[src/logic/vic_pkg.sv]
// constants, register map and state codes of the vectored interrupt controller
package vic_pkg;
  // apb address width: index times four, top index 16'hfffb
  localparam int          ADDR_W             = 18;
  // register indices; byte address is four times the index
  localparam logic [15:0] IDX_EDGE_SELECT    = 16'hfff2;
  localparam logic [15:0] IDX_ENABLE_ONE     = 16'hfff3;
  localparam logic [15:0] IDX_ENABLE_TWO     = 16'hfff4;
  localparam logic [15:0] IDX_PENDING_ONE    = 16'hfff6;
  localparam logic [15:0] IDX_PENDING_TWO    = 16'hfff7;
  localparam logic [15:0] IDX_WAKE_PENDING   = 16'hfff9;
  localparam logic [15:0] IDX_EVENT_STATUS   = 16'hfffa;
  localparam logic [15:0] IDX_EVENT_MASK     = 16'hfffb;
  // reset values
  localparam logic [7:0]  RST_EDGE_SELECT    = 8'he0;
  localparam logic [7:0]  RST_ENABLE         = 8'h00;
  localparam logic [7:0]  RST_PENDING_ONE    = 8'h20;
  localparam logic [7:0]  RST_PENDING_TWO    = 8'h00;
  localparam logic [7:0]  RST_WAKE_PENDING   = 8'h00;
  localparam logic [1:0]  RST_EVENT          = 2'h0;
  // fixed-one bits
  localparam logic [7:0]  EDGE_FIXED_ONES    = 8'he0;
  localparam logic [7:0]  PENDING_ONE_FIXED  = 8'h20;
  // field positions, register one
  localparam int          NUM_REQ_PINS       = 5;
  localparam int          NUM_WAKE_PINS      = 8;
  localparam int          B1_WAKE            = 5;
  localparam int          B1_SERIAL_ONE      = 6;
  localparam int          B1_TIMER_A         = 7;
  // field positions, register two
  localparam int          B2_TIMER_B         = 0;
  localparam int          B2_TIMER_C         = 1;
  localparam int          B2_TIMER_FL        = 2;
  localparam int          B2_TIMER_FH        = 3;
  localparam int          B2_TIMER_G         = 4;
  localparam int          B2_SERIAL_TWO      = 5;
  localparam int          B2_CONVERTER       = 6;
  localparam int          B2_DIRECT          = 7;
  // event status bits
  localparam int          EV_ACCEPT          = 0;
  localparam int          EV_BLOCKED         = 1;
  // vectors; source index i maps to vector VEC_FIRST_SRC + i
  localparam int          NUM_SRC            = 17;
  localparam logic [4:0]  VEC_RESET          = 5'h00;
  localparam logic [4:0]  VEC_FIRST_SRC      = 5'h04;
  localparam logic [4:0]  VEC_LAST_SRC       = 5'h14;
  localparam logic [15:0] VEC_RSV_LO         = 16'h0002;
  localparam logic [15:0] VEC_RSV_HI         = 16'h0007;
  // sequencing states
  typedef enum logic [2:0] {
    ST_RESET = 3'b001,
    ST_FIRST = 3'b010,
    ST_RUN   = 3'b100
  } vic_state_e;
endpackage

[src/logic/vic_edge_if.sv]
// carrier between the controller and its pin edge detector
`timescale 1ns/100ps
interface vic_edge_if #(parameter int N = 13);
  logic [N-1:0] pin_level;
  logic [N-1:0] rise_sel;
  logic [N-1:0] edge_pulse;
  modport ctrl (output pin_level, output rise_sel, input edge_pulse);
  modport det  (input pin_level, input rise_sel, output edge_pulse);
endinterface

[src/logic/vic_pin_edge.sv]
// synchroniser and selectable edge detector for external request pins
`timescale 1ns/100ps
module vic_pin_edge #(
  parameter int N = 13
) (
  // clock and reset
  input  wire logic pclk,
  input  wire logic presetn,
  // pins and events
  vic_edge_if.det   ep
);
  logic [N-1:0] sync_a;
  logic [N-1:0] sync_b;
  logic [N-1:0] prev;

  // pins idle high so reset to one; no false edge after release
  always_ff @(posedge pclk or negedge presetn) begin
    if (!presetn) begin
      sync_a <= '1;
      sync_b <= '1;
      prev   <= '1;
    end else begin
      sync_a <= ep.pin_level;
      sync_b <= sync_a;
      prev   <= sync_b;
    end
  end

  genvar g;
  generate
    for (g = 0; g < N; g++) begin : g_edge
      // compare current and previous synced sample
      assign ep.edge_pulse[g] = ep.rise_sel[g] ? (sync_b[g] & ~prev[g]) : (~sync_b[g] & prev[g]);
    end
  endgenerate
endmodule

[src/logic/vic_top.sv]
// vectored interrupt controller with apb register access
// Summary of operation
// - after reset every request stays masked until the first instruction completes.
// - thirteen external and twenty internal request inputs are accepted.
// - among pending requests only the highest fixed priority goes to the cpu.
// - global mask set: flags still set, nothing is offered to the cpu.
// - each of five request pins chooses rising or falling edge alone.
// - priority reset, pins 4-8, wake 9, peripherals 10-20; address twice vector.
// - vector addresses 2 to 7 are never produced.
// - pending flag writes only clear: zero clears, one keeps.
// - edge select bits 7 to 5 read one and ignore writes.
// - edge select bit n: zero falling, one rising edge on pin n.
// - selected edge also governs the shared timer and converter pin inputs.
// - accepting an interrupt leaves its flag set until software clears it.
// - pin enable zero blocks, one passes; all enables reset to zero.
// - reset sequencing forces the cpu global mask bit to one.
//
// The APB register port was chosen for this implementation.
`timescale 1ns/100ps
module vic_top (
  // clock and reset
  input  wire logic                         pclk,
  input  wire logic                         presetn,
  // apb slave
  input  wire logic                         psel,
  input  wire logic                         penable,
  input  wire logic                         pwrite,
  input  wire logic [vic_pkg::ADDR_W-1:0]   paddr,
  input  wire logic [31:0]                  pwdata,
  output logic      [31:0]                  prdata,
  output logic                              pready,
  output logic                              pslverr,
  // external request pins
  input  wire logic [4:0]                   req_pin_in,
  input  wire logic [7:0]                   wakeup_pin,
  // internal peripheral events, one-cycle pulses except serial three levels
  input  wire logic                         timer_a_ovf,
  input  wire logic                         serial_unit_one_done,
  input  wire logic                         timer_b_ovf,
  input  wire logic                         timer_c_ovf,
  input  wire logic [1:0]                   timer_fl_ev,
  input  wire logic [1:0]                   timer_fh_ev,
  input  wire logic [1:0]                   timer_g_ev,
  input  wire logic [1:0]                   serial_unit_two_ev,
  input  wire logic [5:0]                   serial_unit_three_req,
  input  wire logic                         converter_done,
  input  wire logic                         direct_xfer_ev,
  // cpu side
  input  wire logic                         cpu_global_mask,
  input  wire logic                         cpu_first_done,
  input  wire logic                         cpu_ack,
  output logic                              cpu_mask_force,
  output logic                              cpu_irq_req,
  output logic      [4:0]                   cpu_vector_num,
  output logic      [15:0]                  cpu_vector_addr,
  // edges forwarded to timer b, c, f and converter trigger
  output logic      [3:0]                   shared_edge_out,
  // summary interrupt
  output logic                              irq_out
);
  localparam int NPIN = vic_pkg::NUM_REQ_PINS + vic_pkg::NUM_WAKE_PINS;

  vic_pkg::vic_state_e state;
  logic [4:0]          edge_sel;
  logic [7:0]          source_enable_one;
  logic [7:0]          source_enable_two;
  logic [7:0]          pending_one;
  logic [7:0]          pending_two;
  logic [7:0]          wake_pending;
  logic [1:0]          event_status;
  logic [1:0]          event_mask;
  logic [7:0]          set_one;
  logic [7:0]          set_two;
  logic [vic_pkg::NUM_SRC-1:0] active;
  logic [4:0]          next_vector;
  logic                any_active;
  logic [15:0]         acc_idx;
  logic                acc_fire;
  logic                wr_fire;
  logic                mapped;
  logic [7:0]          rd_byte;
  logic [1:0]          set_event;

  vic_edge_if #(.N(NPIN)) ep ();

  vic_pin_edge #(.N(NPIN)) u_edge (
    .pclk    (pclk),
    .presetn (presetn),
    .ep      (ep)
  );

  assign ep.pin_level = {wakeup_pin, req_pin_in};
  // wake pins are active low, always falling edge
  assign ep.rise_sel  = {{vic_pkg::NUM_WAKE_PINS{1'b0}}, edge_sel};

  // apb decode: one wait state, answer registered
  assign acc_idx  = paddr[17:2];
  assign acc_fire = psel & penable & ~pready;
  assign wr_fire  = psel & penable & pready & pwrite;

  always_comb begin
    mapped  = 1'b1;
    rd_byte = 8'h00;
    case (acc_idx)
      vic_pkg::IDX_EDGE_SELECT:  rd_byte = vic_pkg::EDGE_FIXED_ONES | {3'h0, edge_sel};
      vic_pkg::IDX_ENABLE_ONE:   rd_byte = source_enable_one;
      vic_pkg::IDX_ENABLE_TWO:   rd_byte = source_enable_two;
      vic_pkg::IDX_PENDING_ONE:  rd_byte = pending_one | vic_pkg::PENDING_ONE_FIXED;
      vic_pkg::IDX_PENDING_TWO:  rd_byte = pending_two;
      vic_pkg::IDX_WAKE_PENDING: rd_byte = wake_pending;
      vic_pkg::IDX_EVENT_STATUS: rd_byte = {6'h00, event_status};
      vic_pkg::IDX_EVENT_MASK:   rd_byte = {6'h00, event_mask};
      default:                   mapped = 1'b0;
    endcase
  end

  always_ff @(posedge pclk or negedge presetn) begin
    if (!presetn) begin
      pready  <= 1'b0;
      pslverr <= 1'b0;
      prdata  <= 32'h0000_0000;
    end else begin
      pready  <= acc_fire;
      pslverr <= acc_fire & ~mapped;
      prdata  <= (acc_fire & ~pwrite) ? {24'h00_0000, rd_byte} : 32'h0000_0000;
    end
  end

  // writable control registers
  always_ff @(posedge pclk or negedge presetn) begin
    if (!presetn) begin
      edge_sel          <= vic_pkg::RST_EDGE_SELECT[4:0];
      source_enable_one <= vic_pkg::RST_ENABLE;
      source_enable_two <= vic_pkg::RST_ENABLE;
      event_mask        <= vic_pkg::RST_EVENT;
    end else if (wr_fire) begin
      if (acc_idx == vic_pkg::IDX_EDGE_SELECT)
        edge_sel <= pwdata[4:0];
      if (acc_idx == vic_pkg::IDX_ENABLE_ONE)
        source_enable_one <= pwdata[7:0];
      if (acc_idx == vic_pkg::IDX_ENABLE_TWO)
        source_enable_two <= pwdata[7:0];
      if (acc_idx == vic_pkg::IDX_EVENT_MASK)
        event_mask <= pwdata[1:0];
    end
  end

  // flag set sources; flags set even while globally masked
  always_comb begin
    set_one = 8'h00;
    set_two = 8'h00;
    set_one[4:0]                   = ep.edge_pulse[4:0];
    set_one[vic_pkg::B1_SERIAL_ONE] = serial_unit_one_done;
    set_one[vic_pkg::B1_TIMER_A]    = timer_a_ovf;
    set_two[vic_pkg::B2_TIMER_B]    = timer_b_ovf;
    set_two[vic_pkg::B2_TIMER_C]    = timer_c_ovf;
    set_two[vic_pkg::B2_TIMER_FL]   = |timer_fl_ev;
    set_two[vic_pkg::B2_TIMER_FH]   = |timer_fh_ev;
    set_two[vic_pkg::B2_TIMER_G]    = |timer_g_ev;
    set_two[vic_pkg::B2_SERIAL_TWO] = |serial_unit_two_ev;
    set_two[vic_pkg::B2_CONVERTER]  = converter_done;
    set_two[vic_pkg::B2_DIRECT]     = direct_xfer_ev;
  end

  // write zero clears, write one keeps; a same-cycle set wins
  always_ff @(posedge pclk or negedge presetn) begin
    if (!presetn) begin
      pending_one  <= vic_pkg::RST_PENDING_ONE & ~vic_pkg::PENDING_ONE_FIXED;
      pending_two  <= vic_pkg::RST_PENDING_TWO;
      wake_pending <= vic_pkg::RST_WAKE_PENDING;
    end else begin
      if (wr_fire && acc_idx == vic_pkg::IDX_PENDING_ONE)
        pending_one <= ((pending_one & pwdata[7:0]) | set_one) & ~vic_pkg::PENDING_ONE_FIXED;
      else
        pending_one <= pending_one | set_one;
      if (wr_fire && acc_idx == vic_pkg::IDX_PENDING_TWO)
        pending_two <= (pending_two & pwdata[7:0]) | set_two;
      else
        pending_two <= pending_two | set_two;
      if (wr_fire && acc_idx == vic_pkg::IDX_WAKE_PENDING)
        wake_pending <= (wake_pending & pwdata[7:0]) | ep.edge_pulse[NPIN-1:5];
      else
        wake_pending <= wake_pending | ep.edge_pulse[NPIN-1:5];
    end
  end

  // gated sources in priority order, index 0 highest
  always_comb begin
    active     = '0;
    active[4:0] = pending_one[4:0] & source_enable_one[4:0];
    active[5]  = (|wake_pending) & source_enable_one[vic_pkg::B1_WAKE];
    active[6]  = pending_one[vic_pkg::B1_SERIAL_ONE] & source_enable_one[vic_pkg::B1_SERIAL_ONE];
    active[7]  = pending_one[vic_pkg::B1_TIMER_A] & source_enable_one[vic_pkg::B1_TIMER_A];
    active[8]  = pending_two[vic_pkg::B2_TIMER_B] & source_enable_two[vic_pkg::B2_TIMER_B];
    active[9]  = pending_two[vic_pkg::B2_TIMER_C] & source_enable_two[vic_pkg::B2_TIMER_C];
    active[10] = pending_two[vic_pkg::B2_TIMER_FL] & source_enable_two[vic_pkg::B2_TIMER_FL];
    active[11] = pending_two[vic_pkg::B2_TIMER_FH] & source_enable_two[vic_pkg::B2_TIMER_FH];
    active[12] = pending_two[vic_pkg::B2_TIMER_G] & source_enable_two[vic_pkg::B2_TIMER_G];
    active[13] = pending_two[vic_pkg::B2_SERIAL_TWO] & source_enable_two[vic_pkg::B2_SERIAL_TWO];
    // serial three gates its own requests
    active[14] = |serial_unit_three_req;
    active[15] = pending_two[vic_pkg::B2_CONVERTER] & source_enable_two[vic_pkg::B2_CONVERTER];
    active[16] = pending_two[vic_pkg::B2_DIRECT] & source_enable_two[vic_pkg::B2_DIRECT];
  end

  always_comb begin
    any_active  = 1'b0;
    next_vector = vic_pkg::VEC_RESET;
    for (int i = vic_pkg::NUM_SRC - 1; i >= 0; i--) begin
      if (active[i]) begin
        any_active  = 1'b1;
        next_vector = vic_pkg::VEC_FIRST_SRC + 5'(i);
      end
    end
  end

  // reset vector, then hold off until first instruction done
  always_ff @(posedge pclk or negedge presetn) begin
    if (!presetn) begin
      state <= vic_pkg::ST_RESET;
    end else begin
      case (state)
        vic_pkg::ST_RESET: state <= vic_pkg::ST_FIRST;
        vic_pkg::ST_FIRST: if (cpu_first_done) begin
          state <= vic_pkg::ST_RUN;
        end
        vic_pkg::ST_RUN:   state <= vic_pkg::ST_RUN;
        default:           state <= vic_pkg::ST_RESET;
      endcase
    end
  end

  // cpu request and vector, registered; address only from the vector table
  always_ff @(posedge pclk or negedge presetn) begin
    if (!presetn) begin
      cpu_mask_force  <= 1'b1;
      cpu_irq_req     <= 1'b0;
      cpu_vector_num  <= vic_pkg::VEC_RESET;
      cpu_vector_addr <= 16'h0000;
    end else begin
      cpu_mask_force  <= (state == vic_pkg::ST_RESET);
      cpu_irq_req     <= (state == vic_pkg::ST_RUN) & ~cpu_global_mask & any_active;
      cpu_vector_num  <= next_vector;
      cpu_vector_addr <= {10'h000, next_vector, 1'b0};
    end
  end

  // forwarded shared-pin edges follow the selected polarity
  always_ff @(posedge pclk or negedge presetn) begin
    if (!presetn)
      shared_edge_out <= 4'h0;
    else
      shared_edge_out <= ep.edge_pulse[4:1];
  end

  // sticky events, write one clears, set wins
  assign set_event[vic_pkg::EV_ACCEPT]  = cpu_ack & cpu_irq_req;
  assign set_event[vic_pkg::EV_BLOCKED] = cpu_global_mask & any_active & (state == vic_pkg::ST_RUN);

  always_ff @(posedge pclk or negedge presetn) begin
    if (!presetn) begin
      event_status <= vic_pkg::RST_EVENT;
      irq_out      <= 1'b0;
    end else begin
      if (wr_fire && acc_idx == vic_pkg::IDX_EVENT_STATUS)
        event_status <= (event_status & ~pwdata[1:0]) | set_event;
      else
        event_status <= event_status | set_event;
      irq_out <= |(event_status & event_mask);
    end
  end

  // checks
  startup_mask_a: assert property (@(posedge pclk) disable iff (!presetn)
    (state != vic_pkg::ST_RUN) |=> !cpu_irq_req) else $error("request before first instruction");
  global_mask_a: assert property (@(posedge pclk) disable iff (!presetn)
    cpu_global_mask |=> !cpu_irq_req) else $error("request offered while globally masked");
  flag_when_masked_a: assert property (@(posedge pclk) disable iff (!presetn)
    (ep.edge_pulse[0] && cpu_global_mask) |=> pending_one[0]) else $error("flag lost under mask");
  rise_detect_a: assert property (@(posedge pclk) disable iff (!presetn)
    ($rose(req_pin_in[0]) && edge_sel[0]) ##1 edge_sel[0] [*2] |=> pending_one[0])
    else $error("rising edge not flagged");
  top_priority_a: assert property (@(posedge pclk) disable iff (!presetn)
    (state == vic_pkg::ST_RUN && !cpu_global_mask && active[0]) |=> (cpu_irq_req && cpu_vector_num == 5'h04))
    else $error("highest source not chosen");
  vec_addr_a: assert property (@(posedge pclk) disable iff (!presetn)
    cpu_irq_req |-> (cpu_vector_addr == {10'h000, cpu_vector_num, 1'b0} &&
    cpu_vector_num >= vic_pkg::VEC_FIRST_SRC && cpu_vector_num <= vic_pkg::VEC_LAST_SRC))
    else $error("vector address wrong");
  no_reserved_a: assert property (@(posedge pclk) disable iff (!presetn)
    !(cpu_vector_addr >= vic_pkg::VEC_RSV_LO && cpu_vector_addr <= vic_pkg::VEC_RSV_HI))
    else $error("reserved vector address");
  clear_only_a: assert property (@(posedge pclk) disable iff (!presetn)
    (wr_fire && acc_idx == vic_pkg::IDX_PENDING_TWO) |=>
    ((pending_two & $past(pending_two) & $past(pwdata[7:0])) == ($past(pending_two) & $past(pwdata[7:0]))))
    else $error("write of one changed a flag");
  edge_fixed_a: assert property (@(posedge pclk) disable iff (!presetn)
    (acc_fire && !pwrite && acc_idx == vic_pkg::IDX_EDGE_SELECT) |=> (pready && prdata[7:5] == 3'h7))
    else $error("edge select top bits not one");
  no_auto_clear_a: assert property (@(posedge pclk) disable iff (!presetn)
    (pending_one[0] && cpu_ack && !(wr_fire && acc_idx == vic_pkg::IDX_PENDING_ONE)) |=> pending_one[0])
    else $error("flag cleared by acceptance");
  enable_gate_a: assert property (@(posedge pclk) disable iff (!presetn)
    (cpu_irq_req && cpu_vector_num == 5'h04) |-> ($past(pending_one[0]) && $past(source_enable_one[0])))
    else $error("disabled pin reached cpu");
  reset_mask_a: assert property (@(posedge pclk) disable iff (!presetn)
    (state == vic_pkg::ST_RESET) |=> cpu_mask_force) else $error("mask not forced at reset");

  pin_taken_c: cover property (@(posedge pclk) disable iff (!presetn)
    cpu_irq_req && cpu_vector_num == 5'h04 && cpu_ack);
  wake_taken_c: cover property (@(posedge pclk) disable iff (!presetn)
    cpu_irq_req && cpu_vector_num == 5'h09);
  blocked_c: cover property (@(posedge pclk) disable iff (!presetn)
    cpu_global_mask && any_active && state == vic_pkg::ST_RUN);
  irq_c: cover property (@(posedge pclk) disable iff (!presetn) irq_out);
endmodule

[config.mk]
export PLATFORM = sky130hd
export DESIGN_NAME = vic_top
export DESIGN_NICKNAME = d
export VERILOG_FILES = /design/src/logic/vic_pkg.sv /design/src/logic/vic_edge_if.sv /design/src/logic/vic_pin_edge.sv /design/src/logic/vic_top.sv
export SDC_FILE = /design/constraint.sdc
export NUM_CORES = 1
export LEC_CHECK = 0
export BUFFER_PORTS_ARGS = -buffer_cell sky130_fd_sc_hd__buf_2
export CAP_MARGIN = 40
export CORE_ASPECT_RATIO = 0.9
export CORE_UTILIZATION = 55
export DETAILED_ROUTE_END_ITERATION = 12
export GPL_TIMING_DRIVEN = 0
export HOLD_SLACK_MARGIN = 0.06
export PLACE_DENSITY = 0.94
export SLEW_MARGIN = 30
export SYNTH_ARGS = -nofsm -noshare
export SYNTH_HDL_FRONTEND = slang
export SYNTH_SLANG_ARGS = --single-unit
[constraint.sdc]
create_clock -name pclk -period 3.65 [get_ports pclk]
set_clock_uncertainty 0.15 [all_clocks]
set_input_delay 0.1825 -clock pclk [delete_from_list [all_inputs] [get_ports pclk]]
set_output_delay 0.1825 -clock pclk [all_outputs]
set_load 0.1 [all_outputs]
## After elaboration in Yosys (flattened, before gate mapping)

Cells that the tools add are included.
Widths: inputs -> output; s select.

| cells by class | value |
|---|---|
| muxes and demuxes | 48 |
| bitwise gates (word level) | 77 |
| reduce and logical (&&, ||, !) cells | 16 |
| equality and inequality tests | 12 |

Operator list:

| cell | count |
|---|---|
| $eq 16x16->1 const B | 8 |
| $mux 5 | 17 |
| $pmux 8 s8 | 1 |
| $or 8x8->8 | 6 |
| $and 1x1->1 | 40 |
| $mux 8 | 4 |
| $and 8x8->8 | 3 |
| $mux 1 | 23 |
| $not 1->1 | 22 |
| $reduce_or 8->1 | 2 |
| $reduce_or 2->1 | 5 |
| $pmux 3 s3 | 1 |
| $reduce_and 2->1 | 4 |
| $reduce_or 6->1 | 1 |
| $and 5x5->5 | 1 |
| $and 2x2->2 | 2 |
| $logic_and 1x1->1 | 4 |
| $or 2x2->2 | 2 |
| $eq 3x1->1 const B | 1 |
| $eq 3x2->1 const B | 1 |
| $eq 3x3->1 const B | 1 |
| $mux 3 | 1 |
| $mux 2 | 1 |
| $ne 2x2->1 const B | 1 |
| $not 2->2 | 1 |

| storage, ports and cells | value |
|---|---|
| input port bits | 91 |
| output and inout port bits | 62 |
| flip-flop bits (word level) | 113 |

## Depth between registers and ports, before layout

Gate-level depths: netlist of the first run.

| logic depth | value |
|---|---|
| word-level depth | 22 |
| mapped depth | 6 |
| depth with buffers taken out | 5 |

## Hierarchy

A second synthesis of the first run with hierarchy kept.

| unflattened totals | value |
|---|---|
| cell total of the unflattened synthesis | 425 |
| area total of the unflattened synthesis | 5056.1 µm² |

Modules (own cells, without submodules):

| module | times used | sequential area each (µm²) | area an instance (µm²) | cells an instance |
|---|---|---|---|---|
| vic_top | 1 | 1829.3 | 3742.3 | 347 |
| vic_pin_edge | 1 | 1024.7 | 1313.8 | 78 |

## Worst setup path before layout of the first run

No wires, ideal clock.

| timing | value |
|---|---|
| kind | register to register |
| from | register pready |
| to | register source_enable_two[0] |
| stages on the path, launching flop included | 5 |
| setup slack | 1284 ps |
| buffers on the path | 0 |
| required time | 3375 ps |
| arrival time | 2091 ps |
| cell sequence | dfrtp_1 -> nand4_1 -> nor4_1 -> nand2_1 -> mux2_2 |

| on the way | value |
|---|---|
| word-level cells in the longest chain between the ends | 3 |

Ends and longest elaborated chain:

| element | RTL line | text |
|---|---|---|
| from (decl) | vic_top.sv:31 | `output logic pready,` |
| from (signal assigned) | vic_top.sv:123 | `pready <= acc_fire;` |
| $and 1x1->1 (2 in series) | vic_top.sv:99 | `assign wr_fire = psel & penable & pready & pwrite;` |
| $reduce_and 2->1 (no line) | -- |  |
| to (signal assigned) | vic_top.sv:134 | `source_enable_two <= vic_pkg::RST_ENABLE;` |
| to (signal assigned) | vic_top.sv:142 | `source_enable_two <= pwdata[7:0];` |
| to (decl) | vic_top.sv:66 | `logic [7:0] source_enable_two;` |

No other way between the ends.
A chain may end at the register's enable or synchronous reset.

## Worst setup path in the final report of the first run

| timing | value |
|---|---|
| from | input paddr[3] (netlist name) |
| to | register pending_two[5] |

| on the way | value |
|---|---|
| word-level cells in the longest chain between the ends | 3 |

Ends and longest elaborated chain:

| element | RTL line | text |
|---|---|---|
| from (decl) | vic_top.sv:28 | `input wire logic [vic_pkg::ADDR_W-1:0] paddr,` |
| $eq 16x16->1 | vic_top.sv:176 | `if (wr_fire && acc_idx == vic_pkg::IDX_PENDING_TWO)` |
| $logic_and 1x1->1 | vic_top.sv:176 |  |
| $mux 8 | vic_top.sv:176 |  |
| to (signal assigned) | vic_top.sv:169 | `pending_two <= vic_pkg::RST_PENDING_TWO;` |
| to (signal assigned) | vic_top.sv:177 | `pending_two <= (pending_two & pwdata[7:0]) \| set_two;` |
| to (signal assigned) | vic_top.sv:179 | `pending_two <= pending_two \| set_two;` |
| to (decl) | vic_top.sv:68 | `logic [7:0] pending_two;` |

No other way between the ends.

==> results.cfg, run 1 <==
[logic_synthesis]
synth_seq_cells = 112
synth_edf_count = 0
synth.distinct_cells = 49
synth_top_area_share_pct = 37.2
synth_cells = 410
yosys_warnings = 0
postSynth.asyncResetShare_pct = 100
ys.flop_type = dfrtp_1
synth.yosys.seq_area_share_pct = 59.8
syn-cell-area_um2 = 4770
synth_area_leaders = dfrtp_1, dfstp_2, buf_4
yosys.area.top_type = dfrtp_1
synth_area_per_cell_um2 = 11.6

[floorplanning]
io_pins = 153
dieArea_um2 = 9050
core_um2 = 8220
die_w_um = 100
chipHeight_um = 90.4
rows = 31
start_util_pct = 58.0

[timing]
finalMaxSlewViolations = 0
maxSlewHeadroom_pct = 39.8
setup_violations = 0
max_freq_mhz = 354
fin_crit_sh_pct = 77.5
min_period_ns = 2.83
rsz0062_at_grt = no
setup_slack_ns = 0.823
whs_ns = 0.139
worst_pin_slew_ns = 0.895
finalSetupTns_ns = 0
hold_viol = 0

[setup_path]
worstSetupPathType = in -> reg
crit_top_cell = nand2_1
crit_path_max_fanout = 10
crit_path_cell_trace = buf_2, clkbuf_1, nand4b_1, nor4_4, nand2_1, o21ai_0, nand2_1, dlygate4sd3_1
cp.buffers_inverters = 3
critPathTopFamily = simple AND/OR/NAND/NOR gates
critPathCaptureType = register
slowest_delay_ns = 0.57
cp_slowest_cell = dlygate4sd3_1
cp_data_arrival_time_ns = 2.94
crit_path_start_kind = input port
required_ns = 3.76

[final_layout]
layout-drive-gt1-share_pct = 37.0
final_nets = 688
syn2layout_area_growth_pct = 30.8
antenna_cells = 0
fill_cells = 558

[global_route]
grt_start_max_net_pins = 71
antenna_found_initial = 0
grt_pass1_wl_um = 19800
gr-total-overflow = 0
grtUsageTotal_pct = 29.0
grt_pass1_vias = 3940

[power]
switchingPower_uw = 823
finalPower_uw = 2550
p_clk_share_pct = 27.6
sw_frac_of_total_pct = 32.2
p_leak_uw = 0.00287
seqPwrFrac_pct = 53.7
p_int_uw = 1730
peakVddDrop_mv = 0.309
pwr-share-comb_pct = 18.7
power.density_nw_per_um2 = 409

[placed_design]
place.gp.congestion = 0.921
port_buffers = 91
dp_slack_ns = 1.08
hpwlAfterDp_um = 8350

[cts]
cts_buffers = 9
clock_latency_ns = 0.37
htreeDepth = 3
path_clk_slew_ns = 0.11
cts_tree = done
clockRootBuffer = clkbuf_8
clock-sinks = 112
cts.path.max_buffers = 2
post-cts-setup-buffers = 0

[worst_hold_path]
hold_path_class = in -> async

[routing]
vias = 3842
detail-route-antenna-nets = 0
via_per_inst = 5.36
drt_iter0_markers = 308
wirelength_um = 12500
wl_per_cell_um = 17.4
firstDrtPassIters = 6
drc_errors = 0

[run_status]
status = completed

[flow_run]
maxCapViolations = 0
-- final timing paths --
kind                                       to                startpoint  cells after the start  slack, ns
min                               edge_sel[3]                   presetn                      2       0.14
max in group asynchronous    u_edge.sync_a[0]                   presetn                      3       2.51
max                            pending_two[5]                  paddr[3]                      8       0.82
min reg2reg                  u_edge.sync_b[0]          u_edge.sync_a[0]                      0       0.21
max reg2reg                    pending_two[5]                    pready                      6       1.11
min in group pclk          cpu_vector_addr[5]  serial_unit_three_req[2]                      5       0.14
-- worst reg2reg max path, delay by kind of cell, from the launching register on --
family,cells,cell delay [ns]
compound gates,1,0.36
simple gates,4,0.94
flops,1,0.42
buf+inv,1,0.57
-- synthesized netlist by cell type (3+ instances only) --
cell and n:
dfrtp_1 71, nand2_1 46, dfstp_2 41, buf_4 40, o21ai_0 38, mux2_2 24
nor2_1 20, a22oi_1 12, nand2b_1 12, a21oi_1 11, inv_1 9, nand3_1 8
a22o_1 6, nand4_1 5, a221oi_1 4, a222oi_1 4, a31oi_1 4, clkbuf_1 4
nor2b_1 4, nor3_1 4, a211oi_1 3, nor4_1 3
-- flip-flops by register name, indices dropped and copies added (netlist names), 2 cells and up --
register           cells
u_edge.prev           13
u_edge.sync_a         13
u_edge.sync_b         13
pending_two            8
prdata                 8
source_enable_one      8
source_enable_two      8
wake_pending           8
pending_one            7
cpu_vector_addr        5
edge_sel               5
shared_edge_out        4
state                  3
event_mask             2
event_status           2
-- stage by stage --
step | cells | instance area, um2 | utilization (%)
after floorplan | 444 | 4900 | -
final | 717 | 6240 | 75.9
after global routing | 717 | 6240 | 75.9
after CTS | 717 | 6240 | 75.9
after detailed placement | 651 | 5550 | 67.5
after global placement | 650 | 5500 | 66.9
-- what timing repair did --
item                                   CTS  global route
gates resized for setup                  0             0
hold buffers                            50             0
endpoints found under the hold margin  141             0
-- metal layers --
metal  track usage, %  vias up  share of wire, %  wire length [um]
li1                 -     1766                 -                 -
met1             36.5     1868                40              4960
met2             51.0      184                52              6490
met3             5.34       24               6.7               842
met4             7.85        0               1.8               221
met5                0        -                 0                 0
-- final cells by class --
cell class                      instances  area, um2  area share (%)
Sequential cell                       112       2850            45.7
Clock buffer                           10        128            2.04
Clock inverter                          6       60.1           0.962
Buffer                                 46        332            5.31
Timing Repair Buffer                  142        990            15.9
Multi-Input combinational cell        277       1700            27.3
Inverter                                9       33.8           0.541
Tap cell                              115        144            2.31
-- cell usage in the layout, fill, tap and decap left out, drive strengths merged, types with 3 or more instances in the layout --
cell type | Yosys | layout
nor4 | 5 | 5
buf | 42 | 134
conb | 1 | 35
mux2 | 24 | 24
dfstp | 41 | 41
clkbuf | 4 | 14
o21ai | 38 | 38
a211oi | 3 | 3
a222oi | 4 | 4
nand2 | 47 | 47
clkinv | 0 | 3
a22oi | 12 | 12
nor2 | 20 | 20
a31oi | 4 | 4
a221oi | 4 | 4
nor3 | 4 | 4
a22o | 6 | 6
nand2b | 12 | 12
nand4 | 6 | 6
inv | 9 | 12
a21oi | 11 | 11
dfrtp | 71 | 71
nand3 | 8 | 8
dlygate4sd3 | 0 | 50
nor2b | 4 | 4
-- power groups by stage --
| stage | logic, uW | clock network [uW] | registers [uW] |
|---|---|---|---|
| 5_1_grt | 507 | 758 | 1380 |
| 2_1_floorplan | 271 | 0 | 1450 |
| 6_report | 479 | 705 | 1370 |
| 4_1_cts | 477 | 715 | 1370 |
| 3_3_place_gp | 424 | 0 | 1380 |
| 3_5_place_dp | 443 | 0 | 1390 |
-- cell families (layout without fill, tap and decap cells) --
logic type / after synthesis / in the layout / synth area share, %
other cells: 1 / 35 / 0.0786
simple gates: 124 / 124 / 13.9
xor+xnor: 1 / 1 / 0.184
flops: 112 / 112 / 59.8
mux: 24 / 24 / 5.66
buf+inv: 55 / 213 / 7.66
compound gates: 93 / 93 / 12.7
Power figures use the tool's default switching activity.
==> inputs of run 2 (changes only) <==
--- a/config.mk
+++ b/config.mk
@@ -5,14 +5,15 @@
 export SDC_FILE = /design/constraint.sdc
 export NUM_CORES = 1
 export LEC_CHECK = 0
+export ABC_AREA = 1
 export BUFFER_PORTS_ARGS = -buffer_cell sky130_fd_sc_hd__buf_2
 export CAP_MARGIN = 40
 export CORE_ASPECT_RATIO = 0.9
-export CORE_UTILIZATION = 55
+export CORE_UTILIZATION = 46
 export DETAILED_ROUTE_END_ITERATION = 12
 export GPL_TIMING_DRIVEN = 0
 export HOLD_SLACK_MARGIN = 0.06
-export PLACE_DENSITY = 0.94
+export PLACE_DENSITY = 0.85
 export SLEW_MARGIN = 30
 export SYNTH_ARGS = -nofsm -noshare
 export SYNTH_HDL_FRONTEND = slang
==> constraint.sdc (replaced) <==
create_clock -name pclk -period 2.3 [get_ports pclk]
set_clock_uncertainty 0.15 [all_clocks]
set_input_delay 0.115 -clock pclk [delete_from_list [all_inputs] [get_ports pclk]]
set_output_delay 0.115 -clock pclk [all_outputs]
set_load 0.1 [all_outputs]
==> run 2 against run 1 <==
Register-to-register slack lost 0.87 ns. Largest power group unchanged. Highest routed layer unchanged. Critical path type unchanged. Synthesized cell count grew 27%. Final area increased by 2.7%.
==> results.cfg, run 2 <==
[routing]
vias = 4095
drt_iter0_markers = 207
wl_per_cell_um = 14.9
via_per_inst = 4.91
detail-route-antenna-nets = 0
firstDrtPassIters = 5
drc_errors = 0
wirelength_um = 12400

[setup_path]
r2r_start = pready
crit_path_cell_trace = dlygate4sd3_1, buf_2, nand2_1, nor2_1, nand2_1, clkbuf_1, nand2_1, o21ai_0
r2r-end = source_enable_two[1]
crit_top_cell = nand2_1
cp_slowest_cell = dlygate4sd3_1
crit_path_max_fanout = 10
critPathCaptureType = register
worstSetupPathType = in -> reg
cp_data_arrival_time_ns = 2.20
reg2reg_depth = 6
reg2reg_setup_slack_ns = 0.24
slowest_delay_ns = 0.54
required_ns = 2.36
crit_path_start_kind = input port

[timing]
fin_crit_sh_pct = 92.9
whs_ns = 0.0944
setup_slack_ns = 0.164
max_freq_mhz = 468
maxSlewHeadroom_pct = 59.3
worst_pin_slew_ns = 0.608
finalMaxSlewViolations = 0
finalSetupTns_ns = 0
setup_violations = 0
hold_viol = 0
rsz0062_at_grt = no
min_period_ns = 2.14

[final_layout]
top_regs = u_edge.prev x13, u_edge.sync_a x13, u_edge.sync_b x13
final_cell_mix = nand2_1, buf_2, dfrtp_1
final_common_cell = nand2_1
layout-drive-gt1-share_pct = 29.6
final_nets = 791
syn2layout_area_growth_pct = 31.5
fill_cells = 866
antenna_cells = 0
fin_cells = 834

[logic_synthesis]
ys.flop_type = dfrtp_1
synthSimpleGateAreaFrac_pct = 20.7
yosys_warnings = 0
synth_top_family_by_area = simple AND/OR/NAND/NOR gates
synth_area_leaders = dfrtp_1, dfstp_2, nand2_1
syn-cell-area_um2 = 4880
synthAdderAreaFrac_pct = 0
synth_area_per_cell_um2 = 9.38
synth_cells = 520
synth_top_area_share_pct = 36.4
muxShareOfSynthArea_pct = 0
post_synth_xor_area_fraction_pct = 0
synth_seq_cells = 112
synth.distinct_cells = 40
yosys.area.top_type = dfrtp_1
synth_common_cells = nand2_1, dfrtp_1, inv_1
synth_compound_area_share_pct = 9.49
synth_edf_count = 0
synth.yosys.seq_area_share_pct = 58.5
synth_most_common_cell = nand2_1
postSynth.asyncResetShare_pct = 100

[global_route]
top_usage_layer = met2
grt_pass1_wl_um = 20000
use_met3_pct = 6.58
grt_pass1_vias = 3973
grt_util_met1_pct = 30.7
grtUsageTotal_pct = 23.8
grt_start_max_net_pins = 66
met2_usage_pct = 38.7
gr-total-overflow = 0
antenna_found_initial = 0

[run_status]
status = completed

[floorplanning]
core_um2 = 10300
dieArea_um2 = 11000
start_util_pct = 47.4
chipHeight_um = 99.7
io_pins = 153
die_w_um = 111
rows = 35

[flow_run]
maxCapViolations = 0

[worst_hold_path]
hold_path_class = in -> async

[cts]
cts_tree = done
cts_buffers = 9
cts.path.max_buffers = 2
clock-sinks = 112
clockRootBuffer = clkbuf_16
htreeDepth = 3
path_clk_slew_ns = 0.08
clock_latency_ns = 0.35

[power]
power.density_nw_per_um2 = 704
finalPower_uw = 4520
p_leak_uw = 0.00318
peakVddDrop_mv = 0.541

[placed_design]
port_buffers = 91
place.gp.congestion = 0.900
dp_slack_ns = 0.0614
hpwlAfterDp_um = 8960
dp.cells = 775
[run 2: cell count changes after synthesis, moves of 14 or more]
cell     before  now
nand2_1      46  111
inv_1         9   58
mux2_2       24    0
nor2_1       20   44
o21ai_0      38   57
nand3_1       8   22
[run 2: worst max-delay path by stage]
| stage | from | end | slack (ns) | depth (start not counted) |
|---|---|---|---|---|
| after detailed placement | paddr[16] | pending_two[6] | 0.06 | 8 |
| after global routing | psel | source_enable_two[1] | 0.01 | 8 |
| after floorplan | pready | source_enable_two[0] | 0.14 | 6 |
| after global placement | presetn | pending_two[3] | -0.18 | 1 |
| final | psel | source_enable_two[1] | 0.16 | 8 |
| after CTS | psel | wake_pending[7] | 0.08 | 7 |
[run 2: metrics by stage]
step / util, % / area (um2)
after floorplan: - / 5000
after global placement: 54.6 / 5620
after detailed placement: 55.0 / 5660
after CTS: 62.2 / 6400
after global routing: 62.3 / 6410
final: 62.3 / 6410
[run 2: cell families after synthesis]
family          after synthesis
simple gates                220
flops                       112
other cells                   1
compound gates               82
buf+inv                     105
[run 2: repair_timing]
item / in CTS / in global routing
hold buffers: 42 / 0
setup endpoints to repair: 0 / 7
endpoints found under the hold margin: 155 / 0
setup buffers: 0 / 1
resized for setup: 0 / 1
[run 2: layout make-up]
type	count	area, um2	share of cell area, %
flip-flops and latches	112	2850	44.5
well taps	129	161	2.52
repair buffers	135	917	14.3
multi-input cells	337	1610	25.1
plain buffers	43	313	4.88
inverters	62	235	3.67
clock inverters	7	100	1.56
clock buffers	9	225	3.51
[run 2: layer usage]
layer  up-vias  share of wire [%]  wire (um)
li1       1983                  -          -
met1      1880                 44       5410
met2       204                 46       5730
met3        28                7.8        973
met4         0                2.4        292
met5         -                  0          0
[run 2: power breakdown]
| group | internal (uW) | switching, uW |
|---|---|---|
| clock network | 878 | 758 |
| logic | 192 | 548 |
| registers | 2100 | 41.9 |
| total | 3170 | 1350 |
[run 2: worst max-delay path, delay by kind of cell]
family / cells / cell delay (ns)
and+or+nand+nor: 4 / 1.00
buffers and inverters: 3 / 0.98
AOI/OAI and AO/OA: 1 / 0.10
==> inputs of run 3 (changes only) <==
--- a/config.mk
+++ b/config.mk
@@ -13,6 +13,7 @@
 export DETAILED_ROUTE_END_ITERATION = 12
 export GPL_TIMING_DRIVEN = 0
 export HOLD_SLACK_MARGIN = 0.06
+export MAX_ROUTING_LAYER = met4
 export PLACE_DENSITY = 0.85
 export SLEW_MARGIN = 30
 export SYNTH_ARGS = -nofsm -noshare
==> constraint.sdc (replaced) <==
create_clock -name pclk -period 2.3 [get_ports pclk]
set_clock_uncertainty 0.15 [all_clocks]
set_input_delay 0.345 -clock pclk [delete_from_list [all_inputs] [get_ports pclk]]
set_output_delay 0.345 -clock pclk [all_outputs]
set_load 0.1 [all_outputs]
==> run 3 against run 2 <==
Fmax shrank 2.2%. Critical path depth is the same. Clock-buffer cell count is the same. First-iteration DRC count grew 12%. Power shrank 1.9%. Worst hold slack lost 0.028 ns.
==> results.cfg, run 3 (synthesis gave the netlist of run 2 again) <==
[run_status]
status = completed

[routing]
firstDrtPassIters = 4
drt_iter0_markers = 231
wl_per_cell_um = 15.1
via_per_inst = 4.91
drc_errors = 0
detail-route-antenna-nets = 0
vias = 4012
wirelength_um = 12300

[setup_path]
r2r_start = pready
cp_data_arrival_time_ns = 2.26
reg2reg_depth = 5
critPathCaptureType = register
worstSetupPathType = in -> reg
crit_path_start_kind = input port
required_ns = 2.38
startpoint = paddr[16]
r2r-end = pending_one[0]
reg2reg_setup_slack_ns = 0.15
crit_path_max_fanout = 9

[worst_hold_path]
hp-start = timer_fh_ev[1]
hold_path_class = in -> reg
hold_end = pending_two[3]
hold_depth = 3

[placed_design]
place.gp.congestion = 0.875
hpwlAfterDp_um = 9160
port_buffers = 91
place_area_um2 = 5660
dp.cells = 775

[final_layout]
top_regs = u_edge.prev x13, u_edge.sync_a x13, u_edge.sync_b x13
antenna_cells = 0
fin_cells = 817
fill_cells = 881
finalInstanceArea_um2 = 6230
layout-drive-gt1-share_pct = 29.9
final_nets = 775
final_util_pct = 60.5
final_common_cell = nand2_1
syn2layout_area_growth_pct = 27.7
final_cell_mix = nand2_1, buf_2, dfrtp_1

[timing]
setup_violations = 0
whs_ns = 0.0664
max_freq_mhz = 458
rsz0062_at_grt = yes
maxSlewHeadroom_pct = 60.1
hold_viol = 0
worst_pin_slew_ns = 0.596
fin_crit_sh_pct = 95.0
finalMaxSlewViolations = 0
finalSetupTns_ns = 0
min_period_ns = 2.18

[floorplanning]
io_pins = 153
dieArea_um2 = 11000
core_um2 = 10300
rows = 35
chipHeight_um = 99.7
start_util_pct = 47.4
die_w_um = 111

[global_route]
gr-total-overflow = 0
grt_pass1_wl_um = 19600
antenna_found_initial = 0
grtUsageTotal_pct = 24.0
grt_pass1_vias = 3844
grt_start_max_net_pins = 63

[cts]
clock-sinks = 112
path_clk_slew_ns = 0.07
cts.path.max_buffers = 2
clock_latency_ns = 0.34
clockRootBuffer = clkbuf_16
cts_tree = done
cts_buffers = 9
htreeDepth = 3

[power]
peakVddDrop_mv = 0.512
p_leak_uw = 0.00310
power.density_nw_per_um2 = 712

[flow_run]
maxCapViolations = 0
-- run 3: changes by cell type in the layout (fill, tap and decap cells not counted), sizes merged --
cell | before | now
dlygate4sd3 | 42 | 27
clkinv | 4 | 2
buf | 134 | 133
inv | 64 | 65
-- run 3: worst max path at each step --
stage	cells past startpoint	slack, ns	end
5_1_grt	8	-0.01	pending_two[5]
3_5_place_dp	8	-0.20	pending_two[7]
6_report	8	0.12	pending_two[5]
2_1_floorplan	6	0.14	source_enable_two[0]
3_3_place_gp	1	-0.40	pending_one[3]
4_1_cts	5	0.15	wake_pending[1]
-- run 3: metal layers --
layer	global-route usage (%)	part of all wire, %	routed length [um]	up-vias
li1	-	-	-	1943
met1	31.6	44	5390	1884
met2	37.9	47	5820	172
met3	4.88	7.5	922	13
met4	6.97	1.3	159	0
met5	-	0	0	-
-- run 3: layout make-up --
| cell class | instances | area, um2 | area share, % |
|---|---|---|---|
| plain buffers | 43 | 313 | 5.02 |
| clock buffers | 9 | 225 | 3.62 |
| inverters | 62 | 235 | 3.78 |
| well taps | 129 | 161 | 2.59 |
| flip-flops and latches | 112 | 2850 | 45.8 |
| repair buffers | 119 | 759 | 12.2 |
| multi-input cells | 337 | 1600 | 25.7 |
| clock inverters | 6 | 76.3 | 1.23 |
-- run 3: where the power goes --
group	switching [uW]	total (uW)	internal, uW
Sequential	40.3	2140	2100
Combinational	541	717	176
Clock	716	1580	859
Total	1300	4430	3130
-- run 3: critical path, stage by stage --
cell	delay, ns
buf_2	0.08
nand4_1	0.13
nor3_4	0.37
inv_4	0.11
nor4_1	0.43
nand2_1	0.42
o21ai_0	0.29
nand2_1	0.08
-- run 3: metrics by stage --
stage,worst slack [ns],power (uW)
finish,0.115,4430
global placement,-0.401,2830
detailed placement,-0.196,2860
CTS,0.148,4460
global route,-0.0129,4600
floorplan,0.136,2700
-- run 3: repair_timing --
item,in CTS,in global routing
endpoints found under the setup margin,0,1
hold buffers,27,0
gates resized for setup,0,0
endpoints found under the hold margin,60,0
setup buffers,0,0
